File: src/core/cap_pkg.sv
// Constants, register map and carrier types of the channel alarm polling mask block.
// How it works
// - Drop mask bit 4 lets a desync FIFO error set the drop polling bit.
// - Drop mask bit 3 lets a pointer-byte AIS alarm set the drop polling bit.
// - Drop mask bit 2 lets a loss-of-pointer alarm set the drop polling bit.
// - Drop mask bit 1 lets a new data flag set the drop polling bit.
// - Drop mask bit 0 lets a size mismatch set the drop polling bit.
// - Add mask bit 6 lets transmit line AIS set the add polling bit.
// - Add mask bit 5 lets a transmit FIFO alarm set the add polling bit.
// - Add mask bit 4 lets PRBS out-of-lock set that channel's PRBS polling bit.
// - Add mask bit 3 lets transmit loss of signal set the add polling bit.
// - Add mask bit 2 lets transmit loss of clock set the add polling bit.
// - Add mask bit 1 lets a path trace mismatch set the drop polling bit.
// - Add mask bit 0 lets path trace loss of lock set the drop polling bit.
// - Interrupt asserts only with global enable set and the indication's mask bit set.
// - Per-channel add mask gates add alarms into the add flag; bit 7 is channel 8.
package cap_pkg;

  localparam int NUM_CH = 8;
  localparam int ADDR_W = 14;

  // Register indices; the byte address is four times the index.
  localparam logic [11:0] IDX_GLOBAL_EN = 12'h005;
  localparam logic [11:0] IDX_ADD_MASK = 12'h009;
  localparam logic [11:0] IDX_CH_ADD_MASK = 12'h03F;
  localparam logic [11:0] IDX_IRQ_STATUS = 12'h0C0;
  localparam logic [11:0] IDX_IRQ_CLEAR = 12'h0C1;
  localparam logic [11:0] IDX_DROP_MASK = 12'h800;

  // Drop mask register fields.
  localparam int DROP_FIFO_BIT = 4;
  localparam int DROP_AIS_BIT = 3;
  localparam int DROP_LOP_BIT = 2;
  localparam int DROP_NDF_BIT = 1;
  localparam int DROP_SIZE_BIT = 0;

  // Add and trace mask register fields.
  localparam int ADD_TX_AIS_BIT = 6;
  localparam int ADD_TX_FIFO_BIT = 5;
  localparam int ADD_PRBS_BIT = 4;
  localparam int ADD_TX_LOS_BIT = 3;
  localparam int ADD_TX_LOC_BIT = 2;
  localparam int ADD_J2_TIM_BIT = 1;
  localparam int ADD_J2_LOL_BIT = 0;

  // Global enable register and interrupt status/clear layout.
  localparam int GEN_IRQ_EN_BIT = 7;
  localparam int GIND_DROP_A_BUS_BIT = 5;
  localparam int GIND_DROP_B_BUS_BIT = 4;
  localparam int GIND_ADD_BUS_BIT = 3;
  localparam int GIND_DROP_A_CHAN_BIT = 2;
  localparam int GIND_DROP_B_CHAN_BIT = 1;
  localparam int GIND_ADD_CHAN_BIT = 0;

  localparam logic [7:0] DROP_MASK_VALID = 8'h1F;
  localparam logic [7:0] ADD_MASK_VALID = 8'h7F;
  localparam logic [7:0] GLOBAL_EN_VALID = 8'hBF;
  localparam logic [7:0] STATUS_VALID = 8'h3F;

  localparam logic [7:0] DROP_MASK_RESET = 8'h00;
  localparam logic [7:0] ADD_MASK_RESET = 8'h00;
  localparam logic [7:0] CH_ADD_MASK_RESET = 8'h00;
  localparam logic [7:0] GLOBAL_EN_RESET = 8'h00;
  localparam logic [7:0] IRQ_STATUS_RESET = 8'h00;

  typedef enum logic [2:0] {
    REG_NONE = 3'h0,
    REG_GLOBAL_EN = 3'h1,
    REG_ADD_MASK = 3'h3,
    REG_CH_ADD_MASK = 3'h2,
    REG_IRQ_STATUS = 3'h6,
    REG_IRQ_CLEAR = 3'h7,
    REG_DROP_MASK = 3'h5
  } cap_reg_t;

  // Latched-alarm set events, one bit per channel, bit 7 is channel 8.
  typedef struct packed {
    logic [NUM_CH-1:0] desync_fifo_err;
    logic [NUM_CH-1:0] pointer_ais;
    logic [NUM_CH-1:0] pointer_loss;
    logic [NUM_CH-1:0] new_data_flag;
    logic [NUM_CH-1:0] size_mismatch;
    logic [NUM_CH-1:0] path_trace_mismatch;
    logic [NUM_CH-1:0] path_trace_unlock;
  } cap_drop_evt_t;

  typedef struct packed {
    logic [NUM_CH-1:0] tx_line_ais;
    logic [NUM_CH-1:0] tx_fifo_err;
    logic [NUM_CH-1:0] tx_signal_loss;
    logic [NUM_CH-1:0] tx_clock_loss;
  } cap_add_evt_t;

  // Global indications raised elsewhere in the device.
  typedef struct packed {
    logic drop_a_bus;
    logic drop_b_bus;
    logic add_bus;
    logic drop_a_chan;
    logic drop_b_chan;
  } cap_gind_t;

  typedef struct packed {
    logic [NUM_CH-1:0] drop_set;
    logic [NUM_CH-1:0] add_set;
    logic [NUM_CH-1:0] prbs_set;
  } cap_poll_t;

  typedef struct packed {
    logic [7:0] drop_mask;
    logic [7:0] add_mask;
    logic [7:0] ch_add_mask;
    logic [7:0] global_en;
    logic [7:0] irq_status;
    cap_poll_t poll;
    logic [31:0] prdata;
    logic pready;
    logic pslverr;
    logic irq;
  } cap_state_t;

  localparam cap_state_t STATE_RESET = '{
    drop_mask: DROP_MASK_RESET,
    add_mask: ADD_MASK_RESET,
    ch_add_mask: CH_ADD_MASK_RESET,
    global_en: GLOBAL_EN_RESET,
    irq_status: IRQ_STATUS_RESET,
    poll: '0,
    prdata: 32'h0000_0000,
    pready: 1'b0,
    pslverr: 1'b0,
    irq: 1'b0
  };

  function automatic logic [ADDR_W-1:0] byte_addr(input logic [11:0] idx);
    return {idx, 2'b00};
  endfunction : byte_addr

endpackage : cap_pkg

File: src/core/cap_gate.sv
// Per-channel gate that merges several masked alarm types into one polling set request.
`timescale 1ns/10ps
`default_nettype none
module cap_gate
  import cap_pkg::*;
#(
  parameter int N_TYPES = 1
) (
  input wire logic [N_TYPES-1:0][NUM_CH-1:0] evt,
  input wire logic [N_TYPES-1:0] mask,
  output logic [NUM_CH-1:0] set
);

  // A cleared mask bit blocks its alarm type for every channel at once.
  function automatic logic [NUM_CH-1:0] gate_types(
    input logic [N_TYPES-1:0][NUM_CH-1:0] e,
    input logic [N_TYPES-1:0] m
  );
    logic [NUM_CH-1:0] acc;
    acc = '0;
    for (int t = 0; t < N_TYPES; t++) begin
      acc = acc | (e[t] & {NUM_CH{m[t]}});
    end
    return acc;
  endfunction : gate_types

  always_comb begin
    set = gate_types(evt, mask);
  end

endmodule : cap_gate
`default_nettype wire

File: src/core/cap_top.sv
// APB-controlled global alarm masks feeding channel polling bits and the interrupt output.
//
// The APB register port was chosen for this implementation.
`timescale 1ns/10ps
`default_nettype none
module cap_top
  import cap_pkg::*;
(
  input wire logic CLK,
  input wire logic RST,
  input wire logic PSEL,
  input wire logic PENABLE,
  input wire logic PWRITE,
  input wire logic [ADDR_W-1:0] PADDR,
  input wire logic [31:0] PWDATA,
  output logic [31:0] PRDATA,
  output logic PREADY,
  output logic PSLVERR,
  input wire cap_drop_evt_t DROP_EVT,
  input wire cap_add_evt_t ADD_EVT,
  input wire logic [NUM_CH-1:0] PRBS_UNLOCK_EVT,
  input wire cap_gind_t GLOBAL_IND,
  output cap_poll_t POLL_SET,
  output logic IRQ
);

  cap_state_t s_r;
  cap_state_t s_nxt;

  logic [6:0][NUM_CH-1:0] drop_evt_vec;
  logic [6:0] drop_gate_mask;
  logic [NUM_CH-1:0] drop_set;
  logic [3:0][NUM_CH-1:0] add_evt_vec;
  logic [3:0] add_gate_mask;
  logic [NUM_CH-1:0] add_set;
  logic [0:0][NUM_CH-1:0] prbs_evt_vec;
  logic [0:0] prbs_gate_mask;
  logic [NUM_CH-1:0] prbs_set;

  // Address decode shared by the read in setup and the write in access.
  function automatic cap_reg_t decode(input logic [ADDR_W-1:0] a);
    cap_reg_t r;
    r = REG_NONE;
    if (a == byte_addr(IDX_GLOBAL_EN)) begin
      r = REG_GLOBAL_EN;
    end else if (a == byte_addr(IDX_ADD_MASK)) begin
      r = REG_ADD_MASK;
    end else if (a == byte_addr(IDX_CH_ADD_MASK)) begin
      r = REG_CH_ADD_MASK;
    end else if (a == byte_addr(IDX_IRQ_STATUS)) begin
      r = REG_IRQ_STATUS;
    end else if (a == byte_addr(IDX_IRQ_CLEAR)) begin
      r = REG_IRQ_CLEAR;
    end else if (a == byte_addr(IDX_DROP_MASK)) begin
      r = REG_DROP_MASK;
    end
    return r;
  endfunction : decode

  // Drop side: pointer and payload alarms plus both path trace alarms.
  always_comb begin
    drop_evt_vec = {DROP_EVT.desync_fifo_err, DROP_EVT.pointer_ais, DROP_EVT.pointer_loss,
                    DROP_EVT.new_data_flag, DROP_EVT.size_mismatch,
                    DROP_EVT.path_trace_mismatch, DROP_EVT.path_trace_unlock};
    drop_gate_mask = {s_r.drop_mask[DROP_FIFO_BIT],
                      s_r.drop_mask[DROP_AIS_BIT],
                      s_r.drop_mask[DROP_LOP_BIT],
                      s_r.drop_mask[DROP_NDF_BIT],
                      s_r.drop_mask[DROP_SIZE_BIT],
                      s_r.add_mask[ADD_J2_TIM_BIT],
                      s_r.add_mask[ADD_J2_LOL_BIT]};
    add_evt_vec = {ADD_EVT.tx_line_ais, ADD_EVT.tx_fifo_err,
                   ADD_EVT.tx_signal_loss, ADD_EVT.tx_clock_loss};
    add_gate_mask = {s_r.add_mask[ADD_TX_AIS_BIT],
                     s_r.add_mask[ADD_TX_FIFO_BIT],
                     s_r.add_mask[ADD_TX_LOS_BIT],
                     s_r.add_mask[ADD_TX_LOC_BIT]};
    prbs_evt_vec = PRBS_UNLOCK_EVT;
    prbs_gate_mask = s_r.add_mask[ADD_PRBS_BIT];
  end

  // The events arrive unchanged from the alarm latches; only the polling path is gated.
  cap_gate #(
    .N_TYPES(7)
  ) u_drop_gate (
    .evt(drop_evt_vec),
    .mask(drop_gate_mask),
    .set(drop_set)
  );

  cap_gate #(
    .N_TYPES(4)
  ) u_add_gate (
    .evt(add_evt_vec),
    .mask(add_gate_mask),
    .set(add_set)
  );

  cap_gate #(
    .N_TYPES(1)
  ) u_prbs_gate (
    .evt(prbs_evt_vec),
    .mask(prbs_gate_mask),
    .set(prbs_set)
  );

  always_comb begin
    cap_reg_t sel;
    logic setup;
    logic access;
    logic [7:0] rd;
    logic [7:0] clr;
    logic [7:0] ev;
    sel = decode(PADDR);
    setup = PSEL & ~PENABLE;
    access = PSEL & PENABLE & s_r.pready;
    rd = 8'h00;
    clr = 8'h00;
    ev = 8'h00;
    s_nxt = s_r;

    // Setup cycle: answer is prepared so PREADY is high in the first access cycle.
    s_nxt.pready = 1'b0;
    s_nxt.pslverr = 1'b0;
    if (setup) begin
      if (sel == REG_GLOBAL_EN) begin
        rd = s_r.global_en;
      end else if (sel == REG_ADD_MASK) begin
        rd = s_r.add_mask;
      end else if (sel == REG_CH_ADD_MASK) begin
        rd = s_r.ch_add_mask;
      end else if (sel == REG_IRQ_STATUS) begin
        rd = s_r.irq_status;
      end else if (sel == REG_DROP_MASK) begin
        rd = s_r.drop_mask;
      end
      s_nxt.pready = 1'b1;
      s_nxt.pslverr = (sel == REG_NONE);
      s_nxt.prdata = PWRITE ? 32'h0000_0000 : {24'h00_0000, rd};
    end

    // Access cycle: the write lands at the edge where PREADY is sampled high.
    if (access && PWRITE) begin
      if (sel == REG_GLOBAL_EN) begin
        s_nxt.global_en = PWDATA[7:0] & GLOBAL_EN_VALID;
      end else if (sel == REG_ADD_MASK) begin
        s_nxt.add_mask = PWDATA[7:0] & ADD_MASK_VALID;
      end else if (sel == REG_CH_ADD_MASK) begin
        s_nxt.ch_add_mask = PWDATA[7:0];
      end else if (sel == REG_IRQ_CLEAR) begin
        clr = PWDATA[7:0] & STATUS_VALID;
      end else if (sel == REG_DROP_MASK) begin
        s_nxt.drop_mask = PWDATA[7:0] & DROP_MASK_VALID;
      end
    end

    s_nxt.poll.drop_set = drop_set;
    s_nxt.poll.add_set = add_set;
    s_nxt.poll.prbs_set = prbs_set;

    // Sticky global indications; a new event wins over a clear in the same cycle.
    ev[GIND_DROP_A_BUS_BIT] = GLOBAL_IND.drop_a_bus;
    ev[GIND_DROP_B_BUS_BIT] = GLOBAL_IND.drop_b_bus;
    ev[GIND_ADD_BUS_BIT] = GLOBAL_IND.add_bus;
    ev[GIND_DROP_A_CHAN_BIT] = GLOBAL_IND.drop_a_chan;
    ev[GIND_DROP_B_CHAN_BIT] = GLOBAL_IND.drop_b_chan;
    ev[GIND_ADD_CHAN_BIT] = |(s_r.poll.add_set & s_r.ch_add_mask);
    s_nxt.irq_status = ((s_r.irq_status & ~clr) | ev) & STATUS_VALID;

    s_nxt.irq = s_r.global_en[GEN_IRQ_EN_BIT] &
                (|(s_nxt.irq_status & s_r.global_en & STATUS_VALID));
  end

  always_ff @(posedge CLK or posedge RST) begin
    if (RST) begin
      s_r <= STATE_RESET;
    end else begin
      s_r <= s_nxt;
    end
  end

  assign PRDATA = s_r.prdata;
  assign PREADY = s_r.pready;
  assign PSLVERR = s_r.pslverr;
  assign POLL_SET = s_r.poll;
  assign IRQ = s_r.irq;

endmodule : cap_top
`default_nettype wire

File: config.mk
export PLATFORM = sky130hd
export DESIGN_NAME = cap_top
export DESIGN_NICKNAME = d
export VERILOG_FILES = /design/src/core/cap_pkg.sv /design/src/core/cap_gate.sv /design/src/core/cap_top.sv
export SDC_FILE = /design/constraint.sdc
export NUM_CORES = 1
export LEC_CHECK = 0
export BUFFER_PORTS_ARGS = -buffer_cell sky130_fd_sc_hd__buf_2
export CORE_MARGIN = 3
export CORE_UTILIZATION = 30
export CTS_CLUSTER_DIAMETER = 50
export DETAILED_ROUTE_END_ITERATION = 7
export PLACE_DENSITY = 0.7
export SLEW_MARGIN = 20
export SYNTH_ARGS = -nofsm -noshare
export SYNTH_HDL_FRONTEND = slang
export SYNTH_SLANG_ARGS = --single-unit
File: constraint.sdc
create_clock -name CLK -period 1.9 [get_ports CLK]
set_clock_uncertainty 0.05 [all_clocks]
set_input_delay 0 -clock CLK [delete_from_list [all_inputs] [get_ports CLK]]
set_output_delay 0 -clock CLK [all_outputs]
set_load 0.005 [all_outputs]
Yosys cells after proc, flatten, opt, wreduce, memory -nomap -nowiden
Index checks and enable logic that the tools add are counted.
{ "word_totals": {"out_inout_bits": 59, "wordCells": 85, "ff_bits": 68, "inputBits": 152} }
{ "op_classes": {"bitwise_logic": 35, "n_mux": 18, "n_eq_ne": 12, "n_reduce_logical": 8} }
{ "op_table": {"columns": ["operator", "count"], "rows": [
  ["$and 8x8->8", 13],
  ["$or 8x8->8", 9],
  ["$mux 6", 6],
  ["$mux 8", 4],
  ["$eq 14x10->1 const B", 2],
  ["$mux 3", 6],
  ["$eq 14x14->1 const B", 1],
  ["$eq 14x5->1 const B", 1],
  ["$eq 14x6->1 const B", 1],
  ["$eq 14x8->1 const B", 1],
  ["$and 6x6->6", 2],
  ["$eq 3x3->1 const B", 3],
  ["$reduce_or 8->1", 1],
  ["$eq 3x2->1 const B", 2],
  ["$not 6->6", 1],
  ["$or 6x6->6", 1],
  ["$reduce_and 6->1", 1],
  ["$reduce_or 6->1", 1],
  ["$mux 5", 1],
  ["$not 1->1", 5],
  ["$and 1x1->1", 4],
  ["$reduce_and 4->1", 1],
  ["$eq 3x1->1 const B", 1],
  ["$logic_not 3->1", 1],
  ["other kinds (4)", 4]
]} }

Depth between registers and ports, before layout
{ "depth": {"depth_word": 19, "depth_mapped": 7} }

Cells and area by module
A second synthesis with hierarchy kept.
{ "unflattened": {"hier_cells": 342, "area_unflattened_um2": 3729.8} }
{ "by_module_without_submodules": {"columns": ["module", "cells_each", "instances", "area_each_um2"], "rows": [
  ["cap_top", 268, 1, 3245.6],
  ["cap_gate (u_drop_gate)", 38, 1, 264.0],
  ["cap_gate (u_add_gate)", 28, 1, 170.2],
  ["cap_gate (u_prbs_gate)", 8, 1, 50.0]
]} }

Worst setup path before layout
OpenSTA, ideal clock, no wires.
{ "synth_path": {"path_type": "input to register", "startpoint": "input PADDR[12]", "endpoint": "register s_r (netlist bit IRQ)", "required_time_ps": 1721, "setup_ps": 129, "cell_stages": 7, "setup_slack_ps": -221, "arrival_ps": 1942, "cell_sequence": "or3_1 > buf_2 > or4_4 > buf_6 > o32a_1 > and2_1 > o41a_1"} }
{ "synth_lines": {"columns": ["element", "line_no", "text"], "rows": [
  ["start: declaration", "cap_top.sv:14", "input wire logic [ADDR_W-1:0] PADDR,"],
  ["end signal: assignment", "cap_top.sv:178", "s_r <= s_nxt;"],
  ["end: declaration", "cap_top.sv:27", "cap_state_t s_r;"]
]} }

==> flow_results.org <==
** Placement
- HPWL Detailed :: 9290 um
- Post-Place Setup Slack :: -0.198 ns
- Port buffering added 162 buffers.
- Routability-driven placement finished with a final weighted congestion of 0.845.

** Synth
- Number of unique standard cell types used by synthesis :: 50
- In the synthesized netlist, the number of instances is 357.
- The portion of synthesized area spent on multiplexers is 0.0812.
- In this run, synthesis produced a sequential element count of 68.
- Ranking of synthesized cells by area :: sky130_fd_sc_hd__dfrtp_1 (45%), sky130_fd_sc_hd__buf_4 (11%), sky130_fd_sc_hd__mux2_2 (8.1%)
- Post-synth ARST share :: 1.00
- Cell area after technology mapping :: 0.00374 sq mm
- The most used flip-flop cell after synthesis is sky130_fd_sc_hd__dfrtp_1.
- Post-Syn Area per Cell :: 10.5 sq um
- Of the synthesized area, sequential elements account for 0.455.
- The compound-cell area share of the yosys netlist was 0.184.
- Top cell type's share of synthesized area :: 0.455
- Share of the synthesized netlist area taken by xor and xnor gates :: 0
- Counting flops with a built-in enable in the synthesized netlist gives 0.
- Of the total synthesized cell area, the portion taken by full adders, half adders and majority gates is 0.
- For this run, the number of Yosys warnings is 0.
- After synthesis, the largest family of logic cells by area is compound AO/OA/AOI/OAI gates.
- Post-Synth Simple-Gate Area :: 0.144
- The biggest area contributor in the post-synthesis netlist is sky130_fd_sc_hd__dfrtp_1.

** Floorplanning
- Core area :: 0.0121 sq mm
- DIE WIDTH :: 118 um
- Total I/O pin count :: 211
- Total die area :: 0.0139 sq mm
- The initialized floorplan defines 40 standard-cell rows.
- Initial standard-cell utilization of the core :: 0.309
- The floorplan step set the die height to 118 um.

** Hold path
- Type of the worst min-delay path :: in -> reg
- In this run the most critical hold path is launched from PWRITE.

** Final layout
- Most frequent cells in the layout :: sky130_fd_sc_hd__buf_2 (162), sky130_fd_sc_hd__dlygate4sd3_1 (102), sky130_fd_sc_hd__dfrtp_1 (68)
- Final-layout fill cell count :: 1134
- Final antenna diode count :: 0
- Area growth from synthesis to layout :: 57.3%
- Measured on the finished design, the core utilization comes to 0.486.
- The library cell used most frequently in the layout, excluding fill and tap cells, is sky130_fd_sc_hd__buf_2.
- After the last flow step, the layout net total stands at 754.
- Fraction of final layout cells sized beyond drive strength 1 :: 0.389

** Global route
- Maximum number of pins on one net before global-route repair :: 36
- The via count of the first global-routing pass was 4113.
- Across every metal layer, demand over resource in global routing totals 0.198.
- Busiest layer in global routing :: met2
- Fraction of met3 tracks used by global routing :: 0.0538
- The number of antenna violations at the first check in global routing came to 0.
- Remaining Overflow, GRT :: 0
- In the global route stage, met2 resource usage came out at 0.353.
- First-pass GRT wire length :: 21500 um
- For met1 alone, demand over resource in global routing was 0.223.

** Setup path
- STA classifies the critical path startpoint as a register.
- Worst setup path startpoint :: PREADY
- Broken down by cell family, the worst path's largest delay share belongs to simple AND/OR/NAND/NOR gates.
- Critical path's largest stage delay :: 0.42 ns
- Worst path required time :: 2.07 ns
- The worst setup path is captured at a register.
- Buffers & Inverters on Critical Path :: 1
- Critical path cell sequence :: and4_1 -> nand4_1 -> buf_6 -> nor4b_2 -> o22ai_1 -> o41a_1
- The slowest stage of the critical path is the sky130_fd_sc_hd__o41a_1 cell.
- The worst register-to-register path begins at PREADY.
- Highest net fanout along the worst path :: 6
- Data on the critical path arrives at its endpoint at 1.98 ns.
- The worst setup path is of the reg -> reg kind.

** CTS
- Clock tree from TritonCTS :: yes
- CTS HTree Levels :: 3
- Total clock buffers created by CTS :: 9
- Skew-Pair Late Insertion Delay :: 0.34 ns
- The longest clock path from root to sink contains 2 buffers.
- Clock edge transition at the registers on the reported setup and hold paths :: 0.06 ns
- Clock Tree Root :: sky130_fd_sc_hd__clkbuf_16
- Clock Sinks :: 68

** STA
- The max-slew violation count came to 0.
- The worst pin sits at a relative slew slack of 0.525.
- Final Hold Slack :: 0.0114 ns
- Worst slew pin tran :: 0.712 ns
- Sum of negative setup slack :: 0 ns
- Worst path setup slack after routing :: 0.0883 ns
- Number of hold violations in the final report :: 0
- Setup-violating endpoint count in the final report :: 0
- FMAX :: 0.552 GHz
- The routed design could run at a clock period as short as 1.81 ns.
- In the finished design, the share of the clock period the worst path needs comes to 0.954.

** Pwr
- For this design the static power due to leakage is 2.79 nW.
- Dividing total power by cell area gives a power density of 609 mW/mm^2.
- Worst IR drop on VDD :: 472 uV

** Drt
- Using the TritonRoute via totals, the vias-per-cell ratio works out to 4.91.
- Summed over all layers, the routed wires come to 13900 um.
- The routed layout has 3803 vias.
- DR pass1 iterations :: 6
- For this run, design rule violations remaining after detail routing come to 0.
- The detail route stage leaves a number of antenna-violating nets equal to 0.
- WL/cell :: 17.9 um
- The first routing iteration left 246 violations.

** Outcome
- The flow ran to the end, and the final reports show no timing, DRC or antenna violations.

** Job
- Across the run, the number of max-cap violations was 0.
[timing repair]
| item | in CTS | in global routing |
|---|---|---|
| setup buffers | 0 | 1 |
| endpoints found under the setup margin | 0 | 1 |
| resized for setup | 0 | 1 |
| hold endpoints to repair | 78 | 0 |
| hold buffers | 102 | 0 |
[report_power, final]
group          leakage (nW)  total [mW]  internal (mW)  switching [mW]
clock                 0.156        1.75           1.12           0.626
combinational          1.71       0.379          0.211           0.168
sequential            0.921        1.46           1.45         0.00289
total                  2.79        3.58           2.79           0.797
[logic make-up (layout without fill, tap and decap cells)]
kind of cell           after synthesis  count (layout)
and+or+nand+nor                     94              94
AOI/OAI and AO/OA                   90              90
buffers and inverters               77             304
DFF                                 68              68
muxes                               27              27
other                                1              24
[state kept, by name, summed over array words and instances, names as in the netlist]
signal          cells
PSLVERR             1
PREADY              1
s_r                21
add_gate_mask       4
POLL_SET           24
drop_gate_mask      7
prbs_gate_mask      1
PRDATA              8
IRQ                 1
[per-layer routing]
metal,share of wire,vias up
met3,0.064,32
met2,0.52,180
met5,0,-
met1,0.40,1837
li1,-,1754
met4,0.024,0
[worst register-to-register path: stages (launching register included)]
cell and delay (ns):
sky130_fd_sc_hd__dfrtp_1 0.34, sky130_fd_sc_hd__and4_1 0.22, sky130_fd_sc_hd__nand4_1 0.16, sky130_fd_sc_hd__buf_6 0.19
sky130_fd_sc_hd__nor4b_2 0.20, sky130_fd_sc_hd__o22ai_1 0.12, sky130_fd_sc_hd__o41a_1 0.42
[through the flow]
stage | power, mW | cell area, sq um | std cells
final | 3.58 | 5890 | 775
after CTS | 3.63 | 5880 | 774
after global routing | 3.73 | 5890 | 775
after floorplan | 1.59 | 3860 | 380
after detailed placement | 1.75 | 4540 | 656
after global placement | 1.74 | 4540 | 656
[Yosys cell counts (all sizes together) (4+ instances only)]
cell type,instances
a21o,4
nand3,15
a21oi,8
a222oi,11
a22oi,36
nor2b,4
nor3,4
o31ai,5
nand2b,4
mux2,27
clkbuf,14
nand2,25
nor2,7
nand4,4
buf,60
o21ai,5
dfrtp,68
nor4b,6
and2,11
[final cells by class]
| class | instances | area, sq um | area share |
|---|---|---|---|
| tap | 168 | 210 | 0.0357 |
| inverter | 3 | 11.3 | 0.00191 |
| timing repair buffer | 285 | 2010 | 0.341 |
| multi-input combinational | 235 | 1640 | 0.279 |
| sequential | 68 | 1700 | 0.289 |
| clock buffer | 13 | 270 | 0.0459 |
| clock inverter | 3 | 43.8 | 0.00744 |
[final timing paths]
check | depth (start not counted) | to | slack, ns
worst max-delay path | 6 | IRQ | 0.09
worst min-delay path | 3 | PRDATA[7] | 0.01
worst max register to register | 6 | IRQ | 0.09
worst min register to register | 2 | PRDATA[7] | 0.42
max in group asynchronous | 4 | PRDATA[1] | 0.97
min in group asynchronous | 3 | POLL_SET[15] | 0.23
Note: power is estimated with default switching activity, not from simulation.
